File: src/rtl/pmp_pkg.sv
// package: offsets, fields, reset values and carriers of the parallel port
// assumes: 32-bit apb, one clock clk_sys, 16-bit registers in the low lanes
package pmp_pkg;

    // register byte offsets
    localparam logic [7:0] OFF_CONTROL    = 8'h00;
    localparam logic [7:0] OFF_MODE       = 8'h04;
    localparam logic [7:0] OFF_DATA       = 8'h08;
    localparam logic [7:0] OFF_ADDR       = 8'h0C;
    localparam logic [7:0] OFF_IRQ_STATUS = 8'h10;
    localparam logic [7:0] OFF_IRQ_CLEAR  = 8'h14;
    localparam logic [7:0] OFF_IRQ_ENABLE = 8'h18;

    // port_control fields
    localparam int CTL_ENABLE  = 15;
    localparam int CTL_MUX_HI  = 12;
    localparam int CTL_MUX_LO  = 11;
    localparam int CTL_CS_POL  = 3;
    localparam int CTL_BE_POL  = 2;
    localparam int CTL_WR_POL  = 1;
    localparam int CTL_RD_POL  = 0;
    localparam logic [15:0] CONTROL_RESET = 16'h0000;
    localparam logic [15:0] CONTROL_WMASK = 16'hBFEF;

    // port_mode fields
    localparam int MODE_BUSY     = 15;
    localparam int MODE_INC_HI   = 12;
    localparam int MODE_INC_LO   = 11;
    localparam int MODE_WIDE     = 10;
    localparam int MODE_SEL_HI   = 9;
    localparam int MODE_SEL_LO   = 8;
    localparam int MODE_SETUP_HI = 7;
    localparam int MODE_SETUP_LO = 6;
    localparam int MODE_WAIT_HI  = 5;
    localparam int MODE_WAIT_LO  = 2;
    localparam int MODE_HOLD_HI  = 1;
    localparam int MODE_HOLD_LO  = 0;
    localparam logic [15:0] MODE_RESET = 16'h0000;
    localparam logic [15:0] MODE_WMASK = 16'h7FFF;

    // port mode, address mux and increment selections
    localparam logic [1:0] PM_SLAVE_LEGACY = 2'b00;
    localparam logic [1:0] PM_SLAVE_BUF    = 2'b01;
    localparam logic [1:0] PM_MASTER2      = 2'b10;
    localparam logic [1:0] PM_MASTER1      = 2'b11;
    localparam logic [1:0] MUX_NONE        = 2'b00;
    localparam logic [1:0] INC_UP          = 2'b01;
    localparam logic [1:0] INC_DOWN        = 2'b10;

    // interrupt status bits
    localparam int IRQ_DONE    = 0;
    localparam int IRQ_OVERRUN = 1;
    localparam int IRQ_SLAVE   = 2;
    localparam int IRQ_W       = 3;

    typedef enum logic [1:0] {XS_IDLE, XS_SETUP, XS_STROBE, XS_HOLD} xfer_state_t;

    typedef struct packed {
        logic        psel;
        logic        penable;
        logic        pwrite;
        logic [7:0]  paddr;
        logic [31:0] pwdata;
    } apb_req_t;

    typedef struct packed {
        logic [31:0] prdata;
        logic        pready;
        logic        pslverr;
    } apb_rsp_t;

    typedef struct packed {
        logic [7:0]  portData;
        logic        portDataOe;
        logic [10:0] portAddr;
        logic        byteEnable;
        logic        writeStrobe;
        logic        readStrobe;
        logic        chipSelectOne;
    } pin_out_t;

    // active level to pin level
    function automatic logic polarize(input logic active, input logic highTrue);
        polarize = highTrue ? active : ~active;
    endfunction : polarize

endpackage : pmp_pkg

File: src/rtl/pmp_port.sv
// file: parallel master/slave port with apb registers and interrupt
// assumes: all pin inputs synchronous to clk_sys; apb master per amba spec
//
// Operation
// - byte enable polarity follows its control bit
// - write strobe polarity in slave, master two
// - master one: bit sets enable strobe polarity
// - read strobe polarity in slave, master two
// - master one: bit sets read/write polarity
// - polarity ignored when pin carries address
// - small package: address lines ten..two absent
// - zero strobe wait ignores setup, hold
//
// The implementer's own choices: the address map and the APB slave port.
`timescale 1ns/1ns
module pmp_port
    import pmp_pkg::*;
#(
    parameter bit SMALL_PACKAGE = 1'b0
) (
    // clock and reset
    input  wire logic     clk_sys,
    input  wire logic     nrst,
    // register bus
    input  wire apb_req_t apbReq,
    output apb_rsp_t      apbRsp,
    // port pins
    output pin_out_t      pinOut,
    input  wire logic [7:0] portDataIn,
    input  wire logic     writeStrobeIn,
    input  wire logic     readStrobeIn,
    // interrupt
    output logic          irq
);
    typedef struct packed {
        logic [15:0]      control;
        logic [15:0]      mode;
        logic [15:0]      txData;
        logic [15:0]      rxData;
        logic [10:0]      addr;
        logic [IRQ_W-1:0] irqStatus;
        logic [IRQ_W-1:0] irqEnable;
        xfer_state_t      st;
        logic [3:0]       cnt;
        logic             secondByte;
        logic             isRead;
        logic             slaveWrPrev;
        pin_out_t         pins;
        apb_rsp_t         rsp;
        logic             irq;
    } core_t;

    core_t q;
    core_t d;

    logic             beAsAddr;
    logic             startXfer;
    logic             byteDone;
    logic             nextByte;
    logic [IRQ_W-1:0] irqSet;
    logic [IRQ_W-1:0] irqClr;
    logic [3:0]       waitCnt;
    logic             waitOn;
    logic             masterOn;
    logic             slaveOn;
    logic             slaveWr;
    logic             slaveRd;
    logic             pinBe;
    logic             pinWr;
    logic             pinRd;
    logic             pinCs;

    function automatic logic isMapped(input logic [7:0] a);
        if (a == OFF_CONTROL || a == OFF_MODE || a == OFF_DATA) begin
            isMapped = 1'b1;
        end else if (a == OFF_ADDR || a == OFF_IRQ_STATUS) begin
            isMapped = 1'b1;
        end else if (a == OFF_IRQ_CLEAR || a == OFF_IRQ_ENABLE) begin
            isMapped = 1'b1;
        end else begin
            isMapped = 1'b0;
        end
    endfunction : isMapped

    function automatic logic [31:0] readMux(input core_t s, input logic [7:0] a);
        if (a == OFF_CONTROL) begin
            readMux = {16'h0000, s.control};
        end else if (a == OFF_MODE) begin
            readMux = {16'h0000, s.mode};
        end else if (a == OFF_DATA) begin
            readMux = {16'h0000, s.rxData};
        end else if (a == OFF_ADDR) begin
            readMux = {21'h00_0000, s.addr};
        end else if (a == OFF_IRQ_STATUS) begin
            readMux = {29'h0000_0000, s.irqStatus};
        end else if (a == OFF_IRQ_ENABLE) begin
            readMux = {29'h0000_0000, s.irqEnable};
        end else begin
            readMux = 32'h0000_0000;
        end
    endfunction : readMux

    assign waitCnt  = q.mode[MODE_WAIT_HI:MODE_WAIT_LO];
    assign waitOn   = (waitCnt != 4'h0);
    assign masterOn = q.control[CTL_ENABLE] && q.mode[MODE_SEL_HI];
    assign slaveOn  = q.control[CTL_ENABLE] && !q.mode[MODE_SEL_HI];
    assign beAsAddr = !q.mode[MODE_WIDE] && (q.control[CTL_MUX_HI:CTL_MUX_LO] != MUX_NONE);
    assign slaveWr  = slaveOn && polarize(writeStrobeIn, q.control[CTL_WR_POL]);
    assign slaveRd  = slaveOn && polarize(readStrobeIn, q.control[CTL_RD_POL]);

    pmp_strobe_drive u_strobe (
        .control       (q.control),
        .portMode      (q.mode[MODE_SEL_HI:MODE_SEL_LO]),
        .beAsAddr      (beAsAddr),
        .addrBit       (q.addr[0]),
        .strobeOn      (d.st == XS_STROBE),
        .xferOn        (d.st != XS_IDLE),
        .isRead        (d.isRead),
        .wide          (q.mode[MODE_WIDE]),
        .byteEnable    (pinBe),
        .writeStrobe   (pinWr),
        .readStrobe    (pinRd),
        .chipSelectOne (pinCs)
    );

    always_comb begin
        d         = q;
        startXfer = 1'b0;
        byteDone  = 1'b0;
        nextByte  = 1'b0;
        irqSet    = '0;
        irqClr    = '0;
        // apb: first access cycle answers, second commits
        d.rsp.pready = 1'b0;
        if (apbReq.psel && apbReq.penable && !q.rsp.pready) begin
            d.rsp.pready  = 1'b1;
            d.rsp.pslverr = !isMapped(apbReq.paddr);
            d.rsp.prdata  = apbReq.pwrite ? 32'h0000_0000 : readMux(q, apbReq.paddr);
        end
        if (apbReq.psel && apbReq.penable && q.rsp.pready) begin
            if (apbReq.pwrite) begin
                if (apbReq.paddr == OFF_CONTROL) begin
                    d.control = apbReq.pwdata[15:0] & CONTROL_WMASK;
                end else if (apbReq.paddr == OFF_MODE) begin
                    d.mode = (q.mode & ~MODE_WMASK) | (apbReq.pwdata[15:0] & MODE_WMASK);
                end else if (apbReq.paddr == OFF_DATA) begin
                    if (q.st != XS_IDLE) begin
                        irqSet[IRQ_OVERRUN] = 1'b1;
                    end else begin
                        d.txData  = apbReq.pwdata[15:0];
                        d.isRead  = 1'b0;
                        startXfer = masterOn;
                    end
                end else if (apbReq.paddr == OFF_ADDR) begin
                    d.addr = apbReq.pwdata[10:0];
                end else if (apbReq.paddr == OFF_IRQ_CLEAR) begin
                    irqClr = apbReq.pwdata[IRQ_W-1:0];
                end else if (apbReq.paddr == OFF_IRQ_ENABLE) begin
                    d.irqEnable = apbReq.pwdata[IRQ_W-1:0];
                end
            end else if (apbReq.paddr == OFF_DATA && masterOn) begin
                // reading data launches the next master read
                if (q.st != XS_IDLE) begin
                    irqSet[IRQ_OVERRUN] = 1'b1;
                end else begin
                    d.isRead  = 1'b1;
                    startXfer = 1'b1;
                end
            end
        end
        // master transfer engine
        case (q.st)
            XS_IDLE: begin
                if (startXfer) begin
                    d.secondByte = 1'b0;
                    nextByte     = 1'b1;
                end
            end
            XS_SETUP: begin
                if (q.cnt == 4'h0) begin
                    d.st  = XS_STROBE;
                    d.cnt = waitCnt;
                end else begin
                    d.cnt = q.cnt - 4'h1;
                end
            end
            XS_STROBE: begin
                if (q.cnt == 4'h0) begin
                    if (q.isRead && q.secondByte) begin
                        d.rxData[15:8] = portDataIn;
                    end else if (q.isRead) begin
                        d.rxData[7:0] = portDataIn;
                    end
                    if (waitOn) begin
                        d.st  = XS_HOLD;
                        d.cnt = {2'b00, q.mode[MODE_HOLD_HI:MODE_HOLD_LO]};
                    end else begin
                        byteDone = 1'b1;
                    end
                end else begin
                    d.cnt = q.cnt - 4'h1;
                end
            end
            XS_HOLD: begin
                if (q.cnt == 4'h0) begin
                    byteDone = 1'b1;
                end else begin
                    d.cnt = q.cnt - 4'h1;
                end
            end
            default: begin
                d.st = XS_IDLE;
            end
        endcase
        if (byteDone) begin
            if (q.mode[MODE_INC_HI:MODE_INC_LO] == INC_UP) begin
                d.addr = q.addr + 11'h001;
            end else if (q.mode[MODE_INC_HI:MODE_INC_LO] == INC_DOWN) begin
                d.addr = q.addr - 11'h001;
            end
            if (q.mode[MODE_WIDE] && !q.secondByte) begin
                d.secondByte = 1'b1;
                nextByte     = 1'b1;
            end else begin
                d.st               = XS_IDLE;
                irqSet[IRQ_DONE]   = 1'b1;
            end
        end
        if (nextByte) begin
            // zero strobe wait skips setup and hold
            d.st  = waitOn ? XS_SETUP : XS_STROBE;
            d.cnt = waitOn ? {2'b00, q.mode[MODE_SETUP_HI:MODE_SETUP_LO]} : waitCnt;
        end
        d.mode[MODE_BUSY] = (d.st != XS_IDLE);
        // slave side: latch on the leading edge of the write strobe
        d.slaveWrPrev = slaveWr;
        if (slaveWr && !q.slaveWrPrev) begin
            d.rxData[7:0]     = portDataIn;
            irqSet[IRQ_SLAVE] = 1'b1;
        end
        // pins
        d.pins.portData   = d.secondByte ? d.txData[15:8] : d.txData[7:0];
        if (slaveRd) begin
            d.pins.portData = q.txData[7:0];
        end
        d.pins.portDataOe    = slaveRd || (masterOn && d.st != XS_IDLE && !d.isRead);
        d.pins.portAddr      = SMALL_PACKAGE ? {9'h000, d.addr[1:0]} : d.addr;
        d.pins.byteEnable    = pinBe;
        d.pins.writeStrobe   = pinWr;
        d.pins.readStrobe    = pinRd;
        d.pins.chipSelectOne = pinCs;
        // interrupt: set wins over clear
        d.irqStatus = (q.irqStatus & ~irqClr) | irqSet;
        d.irq       = |(d.irqStatus & d.irqEnable);
    end

    always_ff @(posedge clk_sys) begin
        if (!nrst) begin
            q         <= '0;
            q.control <= CONTROL_RESET;
            q.mode    <= MODE_RESET;
            q.st      <= XS_IDLE;
            q.pins.writeStrobe   <= 1'b1;
            q.pins.readStrobe    <= 1'b1;
            q.pins.byteEnable    <= 1'b1;
            q.pins.chipSelectOne <= 1'b1;
        end else begin
            q <= d;
        end
    end

    assign apbRsp = q.rsp;
    assign pinOut = q.pins;
    assign irq    = q.irq;

    // checks
    property p_be_active;
        @(posedge clk_sys) disable iff (!nrst)
        (d.st == XS_STROBE && q.mode[MODE_WIDE] && !beAsAddr && $stable(q.control))
        |=> q.pins.byteEnable == $past(q.control[CTL_BE_POL]);
    endproperty
    a_be_active: assert property (p_be_active) else $error("byte enable level");

    property p_wr_master2;
        @(posedge clk_sys) disable iff (!nrst)
        (q.mode[MODE_SEL_HI:MODE_SEL_LO] == PM_MASTER2 && d.st == XS_STROBE && !d.isRead)
        |=> q.pins.writeStrobe == $past(q.control[CTL_WR_POL]);
    endproperty
    a_wr_master2: assert property (p_wr_master2) else $error("write strobe level");

    property p_en_master1;
        @(posedge clk_sys) disable iff (!nrst)
        (q.mode[MODE_SEL_HI:MODE_SEL_LO] == PM_MASTER1 && d.st != XS_STROBE)
        |=> q.pins.writeStrobe == !$past(q.control[CTL_WR_POL]);
    endproperty
    a_en_master1: assert property (p_en_master1) else $error("enable strobe level");

    property p_rd_master2;
        @(posedge clk_sys) disable iff (!nrst)
        (q.mode[MODE_SEL_HI:MODE_SEL_LO] == PM_MASTER2 && d.st == XS_STROBE && d.isRead)
        |=> q.pins.readStrobe == $past(q.control[CTL_RD_POL]);
    endproperty
    a_rd_master2: assert property (p_rd_master2) else $error("read strobe level");

    property p_rw_master1;
        @(posedge clk_sys) disable iff (!nrst)
        (q.mode[MODE_SEL_HI:MODE_SEL_LO] == PM_MASTER1 && d.st != XS_IDLE)
        |=> q.pins.readStrobe == ($past(q.control[CTL_RD_POL]) ~^ $past(d.isRead));
    endproperty
    a_rw_master1: assert property (p_rw_master1) else $error("read/write level");

    property p_be_addr;
        @(posedge clk_sys) disable iff (!nrst)
        beAsAddr |=> q.pins.byteEnable == $past(q.addr[0]);
    endproperty
    a_be_addr: assert property (p_be_addr) else $error("address pin polarized");

    property p_busy;
        @(posedge clk_sys) disable iff (!nrst)
        startXfer |=> q.mode[MODE_BUSY];
    endproperty
    a_busy: assert property (p_busy) else $error("busy flag wrong");

    property p_small_pkg;
        @(posedge clk_sys) disable iff (!nrst)
        SMALL_PACKAGE |-> q.pins.portAddr[10:2] == 9'h000;
    endproperty
    a_small_pkg: assert property (p_small_pkg) else $error("upper address driven");

    property p_no_wait;
        @(posedge clk_sys) disable iff (!nrst)
        (q.st == XS_IDLE && startXfer && !waitOn) |=> q.st == XS_STROBE ##1 q.st != XS_HOLD;
    endproperty
    a_no_wait: assert property (p_no_wait) else $error("setup or hold used");

    property p_wide_two;
        @(posedge clk_sys) disable iff (!nrst)
        (byteDone && q.mode[MODE_WIDE] && !q.secondByte) |=> q.st != XS_IDLE && q.secondByte;
    endproperty
    a_wide_two: assert property (p_wide_two) else $error("second byte missing");

endmodule : pmp_port

File: src/rtl/pmp_strobe_drive.sv
// file: strobe pin polarity and function selection
// assumes: activity flags come from the transfer engine of pmp_port
`timescale 1ns/1ns
module pmp_strobe_drive
    import pmp_pkg::*;
(
    // configuration
    input  wire logic [15:0] control,
    input  wire logic [1:0]  portMode,
    input  wire logic        beAsAddr,
    input  wire logic        addrBit,
    // activity
    input  wire logic        strobeOn,
    input  wire logic        xferOn,
    input  wire logic        isRead,
    input  wire logic        wide,
    // pin levels
    output logic             byteEnable,
    output logic             writeStrobe,
    output logic             readStrobe,
    output logic             chipSelectOne
);
    always_comb begin
        // byte enable, or plain address line
        byteEnable = beAsAddr ? addrBit
                   : polarize(xferOn && wide, control[CTL_BE_POL]);
        if (portMode == PM_MASTER1) begin
            // enable strobe and combined read/write line
            writeStrobe = polarize(strobeOn, control[CTL_WR_POL]);
            readStrobe  = polarize(xferOn && isRead, control[CTL_RD_POL]);
        end else begin
            writeStrobe = polarize(strobeOn && !isRead, control[CTL_WR_POL]);
            readStrobe  = polarize(strobeOn && isRead, control[CTL_RD_POL]);
        end
        chipSelectOne = polarize(xferOn, control[CTL_CS_POL]);
    end
endmodule : pmp_strobe_drive

File: config.mk
export PLATFORM = sky130hd
export DESIGN_NAME = pmp_port
export DESIGN_NICKNAME = d
export VERILOG_FILES = /design/src/rtl/pmp_pkg.sv /design/src/rtl/pmp_port.sv /design/src/rtl/pmp_strobe_drive.sv
export SDC_FILE = /design/constraint.sdc
export NUM_CORES = 1
export LEC_CHECK = 0
export BUFFER_PORTS_ARGS = -buffer_cell sky130_fd_sc_hd__buf_2
export CELL_PAD_IN_SITES_DETAIL_PLACEMENT = 1
export CELL_PAD_IN_SITES_GLOBAL_PLACEMENT = 1
export CORE_UTILIZATION = 45
export DETAILED_ROUTE_END_ITERATION = 10
export PLACE_DENSITY_LB_ADDON = 0.1
export SLEW_MARGIN = 10
export SYNTH_ARGS = -nofsm -noshare
export SYNTH_HDL_FRONTEND = slang
export SYNTH_HIERARCHICAL = 1
export SYNTH_SLANG_ARGS = --single-unit
File: constraint.sdc
create_clock -name clk_sys -period 7.1 [get_ports clk_sys]
set_input_delay 0 -clock clk_sys [delete_from_list [all_inputs] [get_ports clk_sys]]
set_output_delay 0 -clock clk_sys [all_outputs]
set_load 0.03 [all_outputs]
## Word-level counts from Yosys, hierarchy flattened

Index checks and enable logic that the tools add are counted.

| word-level totals | value |
|---|---|
| logic and storage cells | 215 |
| bits of input ports | 55 |
| output and inout port bits | 59 |
| register bits | 136 |

| cells by class | value |
|---|---|
| add/subtract/negate cells | 3 |
| equal/unequal tests | 16 |
| bitwise operators | 14 |
| multiplexer cells | 111 |
| reduce and logical (&&, ||, !) cells | 47 |

Operators with widths:

| operator | count |
|---|---|
| $mux W16 | 10 |
| $mux W11 | 10 |
| $mux W8 | 7 |
| $mux W1 | 52 |
| $mux W3 | 17 |
| $eq A8 B5 Y1 const B | 3 |
| $logic_and A1 B1 Y1 | 18 |
| $eq A8 B4 Y1 const B | 2 |
| $mux W4 | 4 |
| $or A16 B15 Y16 | 1 |
| $mux W2 | 6 |
| $mux W6 | 2 |
| $pmux W4 S3 | 1 |
| $reduce_bool A2 Y1 | 6 |
| $add A11 B1 Y11 const B | 1 |
| $sub A11 B1 Y11 const B | 1 |
| $eq A2 B2 Y1 const B | 5 |
| $not A1 Y1 | 9 |
| $reduce_and A3 Y1 | 3 |
| $eq A8 B3 Y1 const B | 1 |
| $logic_not A8 Y1 | 1 |
| $reduce_and A4 Y1 | 2 |
| $reduce_bool A4 Y1 | 2 |
| $logic_not A1 Y1 | 7 |
| 14 further kinds | 20 |

## Depth between registers and ports, before layout

Gate-level depths: netlist of the first run.

| logic depth | value |
|---|---|
| depth in word-level cells | 17 |
| mapped depth | 12 |
| gate-level depth less buffers | 11 |

## Modules after synthesis

Netlist of the first run, hierarchy kept.

By module, submodules not included:

| module | sequential area each (um2) | area an instance (um2) | instances | cells each |
|---|---|---|---|---|
| pmp_port | 2402.3 | 6276.0 | 1 | 719 |
| pmp_strobe_drive | 0.0 | 73.8 | 1 | 11 |

## Worst setup path after synthesis of the first run

Ideal clock, no wire load.

| timing path | value |
|---|---|
| kind | flip-flop to flip-flop |
| start point | reg q[66] (netlist name) |
| end point | reg q (netlist bit pinOut[1]) |
| period minus slack after synthesis | 2.483 ns |
| library setup time | 0.126 ns |
| buffers on the path | 1 |
| data arrival time | 2.357 ns |
| required time | 6.974 ns |
| setup slack | 4.617 ns |
| stages on the path, launching flop included | 13 |
| cell sequence | dfxtp_1 -> inv_1 -> ha_1 -> nor4bb_1 -> clkbuf_1 -> a22o_1 -> a31oi_1 -> o31a_1 -> inv_1 -> and4_1 -> a31oi_1 -> xor2_1 -> nand2b_1 |

RTL lines:

| item | RTL line | text |
|---|---|---|
| start: declaration | pmp_port.sv:53 | `core_t q;` |

==> impl_metrics.json, run 1 <==
{
  "synth-seq-cells": 120,
  "cts_tree": "built",
  "final_common_cell": "dfxtp_1",
  "cp-end-kind": "register",
  "dr.pass1.iters": 5,
  "cts_setup_buffers": 0,
  "stdcell_count": 971,
  "tns_ps": 0,
  "viasPerCell": 5.81,
  "postSynthAreaPerCell_um2": 8.70,
  "synth_top_area_share": 0.378,
  "crit_family": "compound AO/OA/AOI/OAI gates",
  "grt_pass1_vias": 5702,
  "hp-start": "apbReq[32]",
  "cp_slowest_cell": "a31oi_1",
  "antenna_cells": 0,
  "hold_depth": 3,
  "grt_max_degree": 92,
  "area_growth_pct": 16.0,
  "cp_num_cells": 12,
  "max_freq_ghz": 0.304,
  "die_area_mm2": 0.0146,
  "gp_congestion": 0.876,
  "synthArstFlopShare": 0,
  "gr-total-overflow": 0,
  "min_to": "apbRsp[0]",
  "fp.dieW_um": 121,
  "r2r-start": "q[66]",
  "cts_buffer_depth": 2,
  "whs_ps": 30.4,
  "clock-sinks": 120,
  "io_pins": 114,
  "r2r_cells": 12,
  "cap_violations": 0,
  "fp-row-count": 43,
  "timing.rr.end": "pinOut[1]",
  "p_leak_nw": 3.16,
  "fin_crit_ps": 3290,
  "cts_max_level": 4,
  "reg2reg_slack_ps": 3810,
  "numCtsBuffers": 17,
  "crit_path_max_fanout": 15,
  "drt_wl_total_um": 20600,
  "ys_seq_area_frac": 0.378,
  "final_core_util": 0.533,
  "max_slew_margin": 0.319,
  "yosysTopAreaCell": "dfxtp_1",
  "power_density_mw_per_mm2": 250,
  "grt_pass1_wl_um": 31500,
  "netlist_instances": 730,
  "worst_pin_slew_ps": 1020,
  "period_share": 0.463,
  "ir_drop_v": 0.000176,
  "core_mm2": 0.0138,
  "synth-edff-count": 0,
  "drt_iter0_markers": 301,
  "status": "finished, final reports clean",
  "rsz0062_at_grt": "no",
  "grt_usage": 0.289,
  "ys.flop_type": "dfxtp_1",
  "yosysWarnings": 6,
  "layout_common_cells": "120 x dfxtp_1, 81 x buf_2, 74 x nor2_1, 67 x nand2_1, 65 x mux2i_1",
  "port_buffers": 81,
  "die_h_um": 121,
  "critPathKind": "reg2reg",
  "synth.distinct_cells": 65,
  "finalHoldViolations": 0,
  "setup_viol_count_final": 0,
  "wire_per_inst_um": 21.2,
  "antenna_found_initial": 0,
  "critPathRequiredTime_ps": 7390,
  "ant_nets": 0,
  "clk_pin_slew_ps": 50,
  "hold_class": "in2reg",
  "syn_area_mm2": 0.00635,
  "clk_latency_ps": 420,
  "slew_viol_final": 0,
  "fill_cells": 1609,
  "cts_root_buf": "clkbuf_16",
  "dp_cells": 910,
  "slowest_delay_ps": 610,
  "cp-start-kind": "register",
  "critPathArrivalTime_ps": 3580,
  "initial_core_util": 0.459,
  "synth.area.top_cells": "dfxtp_1 38%, mux2i_1 10%, buf_4 7.0%",
  "vias": 5639,
  "drc": 0,
  "nets": 841,
  "fin_worst_skew_ps": 6.07,
  "drive_gt1_frac": 0.167,
  "critPathBufInv": 3,
  "path_cells": "inv_1, ha_1, nor4bb_1, buf_4, a22o_1, a31oi_1, o31a_1, inv_1, and4_1, a31oi_1, xor2_1, nand2b_1",
  "hpwl_um": 14500,
  "power_mw": 1.85
}
-- worst min-delay path, delay by kind of cell --
kind | cells | cell delay [ps]
buf+inv | 1 | 150
compound gates | 1 | 140
simple gates | 1 | 120
-- sequential cells by signal, summed over array words and instances (netlist names) --
name	flops
irq	1
pinOut	24
apbRsp	18
q	77
-- synth_stat cells, types with 2 or more instances --
cell type,number
o22ai_1,9
a221oi_1,9
o31ai_1,3
buf_1,4
inv_1,12
buf_4,59
o21a_1,4
buf_2,10
mux2i_1,65
mux2_2,4
nor4_1,4
and2_1,7
and3_1,3
nand3_1,38
o211ai_1,2
clkbuf_1,27
o21ai_0,6
nand2b_1,16
mux4_2,4
xor2_1,6
and4_1,4
xnor2_1,15
a221o_1,4
ha_1,7
nor3b_1,3
nand2_1,67
nor4b_1,3
dfxtp_1,120
a32o_1,3
o31a_1,2
nor3_1,10
nor2_1,74
a21oi_1,47
a31oi_1,4
nand4_1,8
or3_1,2
or2_2,3
a22o_1,19
a311oi_1,2
or4_1,2
a22oi_1,8
nor2b_1,5
a32oi_1,4
-- kinds of logic (layout without fill, tap and decap cells) --
| family | after synthesis | count (layout) | share of synthesized area |
|---|---|---|---|
| mux | 73 | 73 | 0.124 |
| other cells | 1 | 16 | 0.000591 |
| compound gates | 136 | 136 | 0.149 |
| simple gates | 258 | 258 | 0.200 |
| xor+xnor | 21 | 21 | 0.0290 |
| fa+ha+maj | 7 | 7 | 0.0138 |
| flops | 120 | 120 | 0.378 |
| buf+inv | 114 | 160 | 0.105 |
-- report_power, final --
group          internal, mW  switching (mW)  leakage (nW)
Combinational        0.0871           0.154          1.90
Clock                 0.602           0.308         0.293
Sequential            0.686         0.00861         0.967
Total                  1.38           0.470          3.16
-- cell type report --
cell class	instances	area, um2	share of cell area
Timing Repair Buffer	116	743	0.101
Clock inverter	8	145	0.0197
Sequential cell	120	2400	0.326
Multi-Input combinational cell	511	3330	0.453
Clock buffer	23	468	0.0635
Inverter	13	48.8	0.00662
Tap cell	180	225	0.0306
-- metrics by stage --
stage               cell area, um2  setup WS [ps]
global placement              6450           3970
global route                  7370           3500
detailed placement            6450           3840
finish                        7370           3810
CTS                           7370           3830
floorplan                     6410           4620
-- worst max path at each step --
stage,start,endpoint,slack (ps)
6_report,q[66],pinOut[1],3810
5_1_grt,q[62],pinOut[3],3500
4_1_cts,q[66],pinOut[1],3830
3_5_place_dp,q[66],pinOut[1],3840
2_1_floorplan,q[66],pinOut[1],4620
3_3_place_gp,q[66],pinOut[1],3970
-- metal layers --
layer  GRT usage  vias up  share of wire
met5           0        -              0
met4       0.135        0          0.030
met2       0.493      160           0.49
met1       0.354     2805           0.44
li1            -     2629              -
met3      0.0472       45          0.039
-- repair_timing --
| item | CTS | global route |
|---|---|---|
| endpoints found under the hold margin | 59 | 0 |
| gates resized for setup | 0 | 0 |
| hold buffers | 30 | 0 |
Note: power is estimated with default switching activity, not from simulation.
==> run 2: changes to the inputs <==
--- a/config.mk
+++ b/config.mk
@@ -5,10 +5,11 @@
 export SDC_FILE = /design/constraint.sdc
 export NUM_CORES = 1
 export LEC_CHECK = 0
+export ABC_AREA = 1
 export BUFFER_PORTS_ARGS = -buffer_cell sky130_fd_sc_hd__buf_2
 export CELL_PAD_IN_SITES_DETAIL_PLACEMENT = 1
 export CELL_PAD_IN_SITES_GLOBAL_PLACEMENT = 1
-export CORE_UTILIZATION = 45
+export CORE_UTILIZATION = 40
 export DETAILED_ROUTE_END_ITERATION = 10
 export PLACE_DENSITY_LB_ADDON = 0.1
 export SLEW_MARGIN = 10
==> constraint.sdc (replaced) <==
create_clock -name clk_sys -period 3.42 [get_ports clk_sys]
set_input_delay 0 -clock clk_sys [delete_from_list [all_inputs] [get_ports clk_sys]]
set_output_delay 0 -clock clk_sys [all_outputs]
set_load 0.03 [all_outputs]
==> run 2 against run 1 <==
First-iteration DRC count increased by 42%. Hold slack improved by 62 ps. Critical endpoint is now pinOut[2]. Register-to-register slack got worse by 3000 ps. Synthesized cell count increased by 39%. Die area increased by 18%.
==> impl_metrics.json, run 2 <==
{
  "critPathKind": "reg2reg",
  "worst_pin_slew_ps": 767,
  "crit_path_max_fanout": 10,
  "critPathRequiredTime_ps": 3720,
  "cts_root_buf": "clkbuf_16",
  "largest_reg_flops": 77,
  "core_mm2": 0.0161,
  "synthAdderAreaFrac": 0.0131,
  "power_mw": 3.34,
  "clk_pin_slew_ps": 60,
  "p_switching_mw": 0.915,
  "drt_iter0_markers": 427,
  "hpwl_um": 15600,
  "antenna_cells": 0,
  "area_growth_pct": 14.4,
  "critPathArrivalTime_ps": 2940,
  "synth_compound_gate_area_share": 0.160,
  "syn_area_mm2": 0.00670,
  "drt_wl_total_um": 21600,
  "max_freq_ghz": 0.380,
  "p_sw_frac": 0.274,
  "cp-end-kind": "register",
  "cap_violations": 0,
  "synth_xor_area_frac": 0.00523,
  "initial_core_util": 0.416,
  "hold_class": "in2reg",
  "grt_usage": 0.255,
  "reg2reg_slack_ps": 790,
  "netlist_instances": 1012,
  "grt_pass1_wl_um": 34500,
  "power.share.clock": 0.502,
  "whs_ps": 92.8,
  "yosysTopAreaCell": "dfxtp_1",
  "pwr-share-comb": 0.076,
  "cts_buffer_depth": 2,
  "numCtsBuffers": 17,
  "synth_top_family_by_area": "simple AND/OR/NAND/NOR gates",
  "ys_seq_area_frac": 0.359,
  "crit_top_cell": "nand2_1",
  "muxShareOfSynthArea": 0,
  "yosysWarnings": 6,
  "ctsResizeCount": 0,
  "rsz0062_at_grt": "no",
  "clk_latency_ps": 420,
  "post-place-ws_ps": 825,
  "routed.top_layer": "met4",
  "synth_commonest_cells": "222 x nand2_1, 120 x dfxtp_1, 114 x nor2_1, 105 x inv_1, 97 x a21oi_1",
  "antenna_found_initial": 0,
  "synth_top_area_share": 0.359,
  "gr-total-overflow": 0,
  "drive_gt1_frac": 0.150,
  "max_slew_margin": 0.487,
  "cts_tree": "built",
  "dp_cells": 1236,
  "fp-row-count": 46,
  "intPower_mw": 2.43,
  "period_share": 0.770,
  "wire_per_inst_um": 16.7,
  "synthArstFlopShare": 0,
  "stdcell_count": 1294,
  "power_density_mw_per_mm2": 436,
  "p_seq_frac": 0.422,
  "ant_nets": 0,
  "slew_viol_final": 0,
  "wl_met3_um": 877,
  "cp-start-kind": "register",
  "postSynthAreaPerCell_um2": 6.62,
  "wirelength_met1_um": 10400,
  "synth.distinct_cells": 37,
  "fin_worst_skew_ps": 7.80,
  "regMostFlops": "q",
  "cts_max_level": 4,
  "nets": 1127,
  "grt_max_degree": 64,
  "layout_common_cells": "222 x nand2_1, 120 x dfxtp_1, 114 x nor2_1, 105 x inv_1, 97 x a21oi_1",
  "fp.dieW_um": 131,
  "synth-edff-count": 0,
  "io_pins": 114,
  "grt_pass1_vias": 6488,
  "tns_ps": 0,
  "placed_area_mm2": 0.00686,
  "finalHoldViolations": 0,
  "fin_crit_ps": 2630,
  "gp_congestion": 0.853,
  "fill_cells": 2163,
  "ir_drop_v": 0.000369,
  "cts_setup_buffers": 0,
  "dr.pass1.iters": 5,
  "synth-seq-cells": 120,
  "synthSimpleGateAreaFrac": 0.304,
  "worst_slack_ps": 788,
  "p_leak_nw": 3.59,
  "drc": 0,
  "synth.area.top_cells": "dfxtp_1 36%, nand2_1 12%, a21oi_1 7.2%",
  "ys.flop_type": "dfxtp_1",
  "die_h_um": 131,
  "setup_viol_count_final": 0,
  "final_common_cell": "nand2_1",
  "met2WireLength_um": 9900,
  "slowest_delay_ps": 390,
  "status": "finished, final reports clean",
  "path_cells": "inv_1, ha_1, nand2_1, nor2_1, nand2_1, o21ai_2, buf_4, nor2_1, nand3_1, nand2_1, nor2_1, nand2_1, nand2_1, nand2_1, nand2_1, nand2_1, or2_2",
  "clock-sinks": 120,
  "final_core_util": 0.476,
  "port_buffers": 81,
  "die_area_mm2": 0.0173,
  "synth_most_common_cell": "nand2_1",
  "viasPerCell": 5.12,
  "cp_slowest_cell": "nor2_1",
  "vias": 6628,
  "fin_area_mm2": 0.00766
}
==> run 2: critical path: cells and delay by family, from the launching register on <==
family / cells / cell delay [ps]
and+or+nand+nor: 13 / 1600
DFF: 1 / 310
buffers and inverters: 2 / 310
AOI/OAI and AO/OA: 1 / 90
adders and majority gates: 1 / 220
==> run 2: kinds of logic (layout without fill, tap and decap cells) <==
| family | count (synthesis) | count (layout) |
|---|---|---|
| compound gates | 203 | 203 |
| xor+xnor | 4 | 4 |
| fa+ha+maj | 7 | 7 |
| buf+inv | 210 | 261 |
| flops | 120 | 120 |
| other cells | 1 | 16 |
| simple gates | 467 | 467 |
==> run 2: layout make-up <==
| type | instances | area (um2) | area share |
|---|---|---|---|
| Timing Repair Buffer | 115 | 726 | 0.0947 |
| Inverter | 114 | 428 | 0.0558 |
| Clock buffer | 17 | 425 | 0.0555 |
| Sequential cell | 120 | 2400 | 0.313 |
| Multi-Input combinational cell | 697 | 3290 | 0.429 |
| Tap cell | 216 | 270 | 0.0353 |
| Clock inverter | 15 | 121 | 0.0158 |
==> run 2: timing repair <==
item | 4_1_cts | 5_1_grt
setup endpoints to repair | 0 | 0
hold buffers | 26 | 0
endpoints found under the hold margin | 61 | 0
==> run 2: path summary, 6_finish.rpt <==
check,start,endpoint,cells after the start
hold reg to reg,q[105],pinOut[20],2
setup reg to reg,q[62],pinOut[2],17
setup / recovery,q[62],pinOut[2],17
hold / removal,apbReq[41],q[60],5
==> run 2: power by group through the flow <==
stage	Sequential (mW)	Combinational [mW]	Clock (mW)
2_1_floorplan	1.44	0.163	0
5_1_grt	1.41	0.276	1.78
4_1_cts	1.41	0.253	1.71
6_report	1.41	0.255	1.68
3_5_place_dp	1.44	0.230	0
3_3_place_gp	1.44	0.229	0
==> run 2: layer usage <==
metal / vias to the layer above / track usage
met1: 3151 / 0.355
met5: - / 0
li1: 3290 / -
met3: 28 / 0.0390
met2: 159 / 0.403
met4: 0 / 0.0782
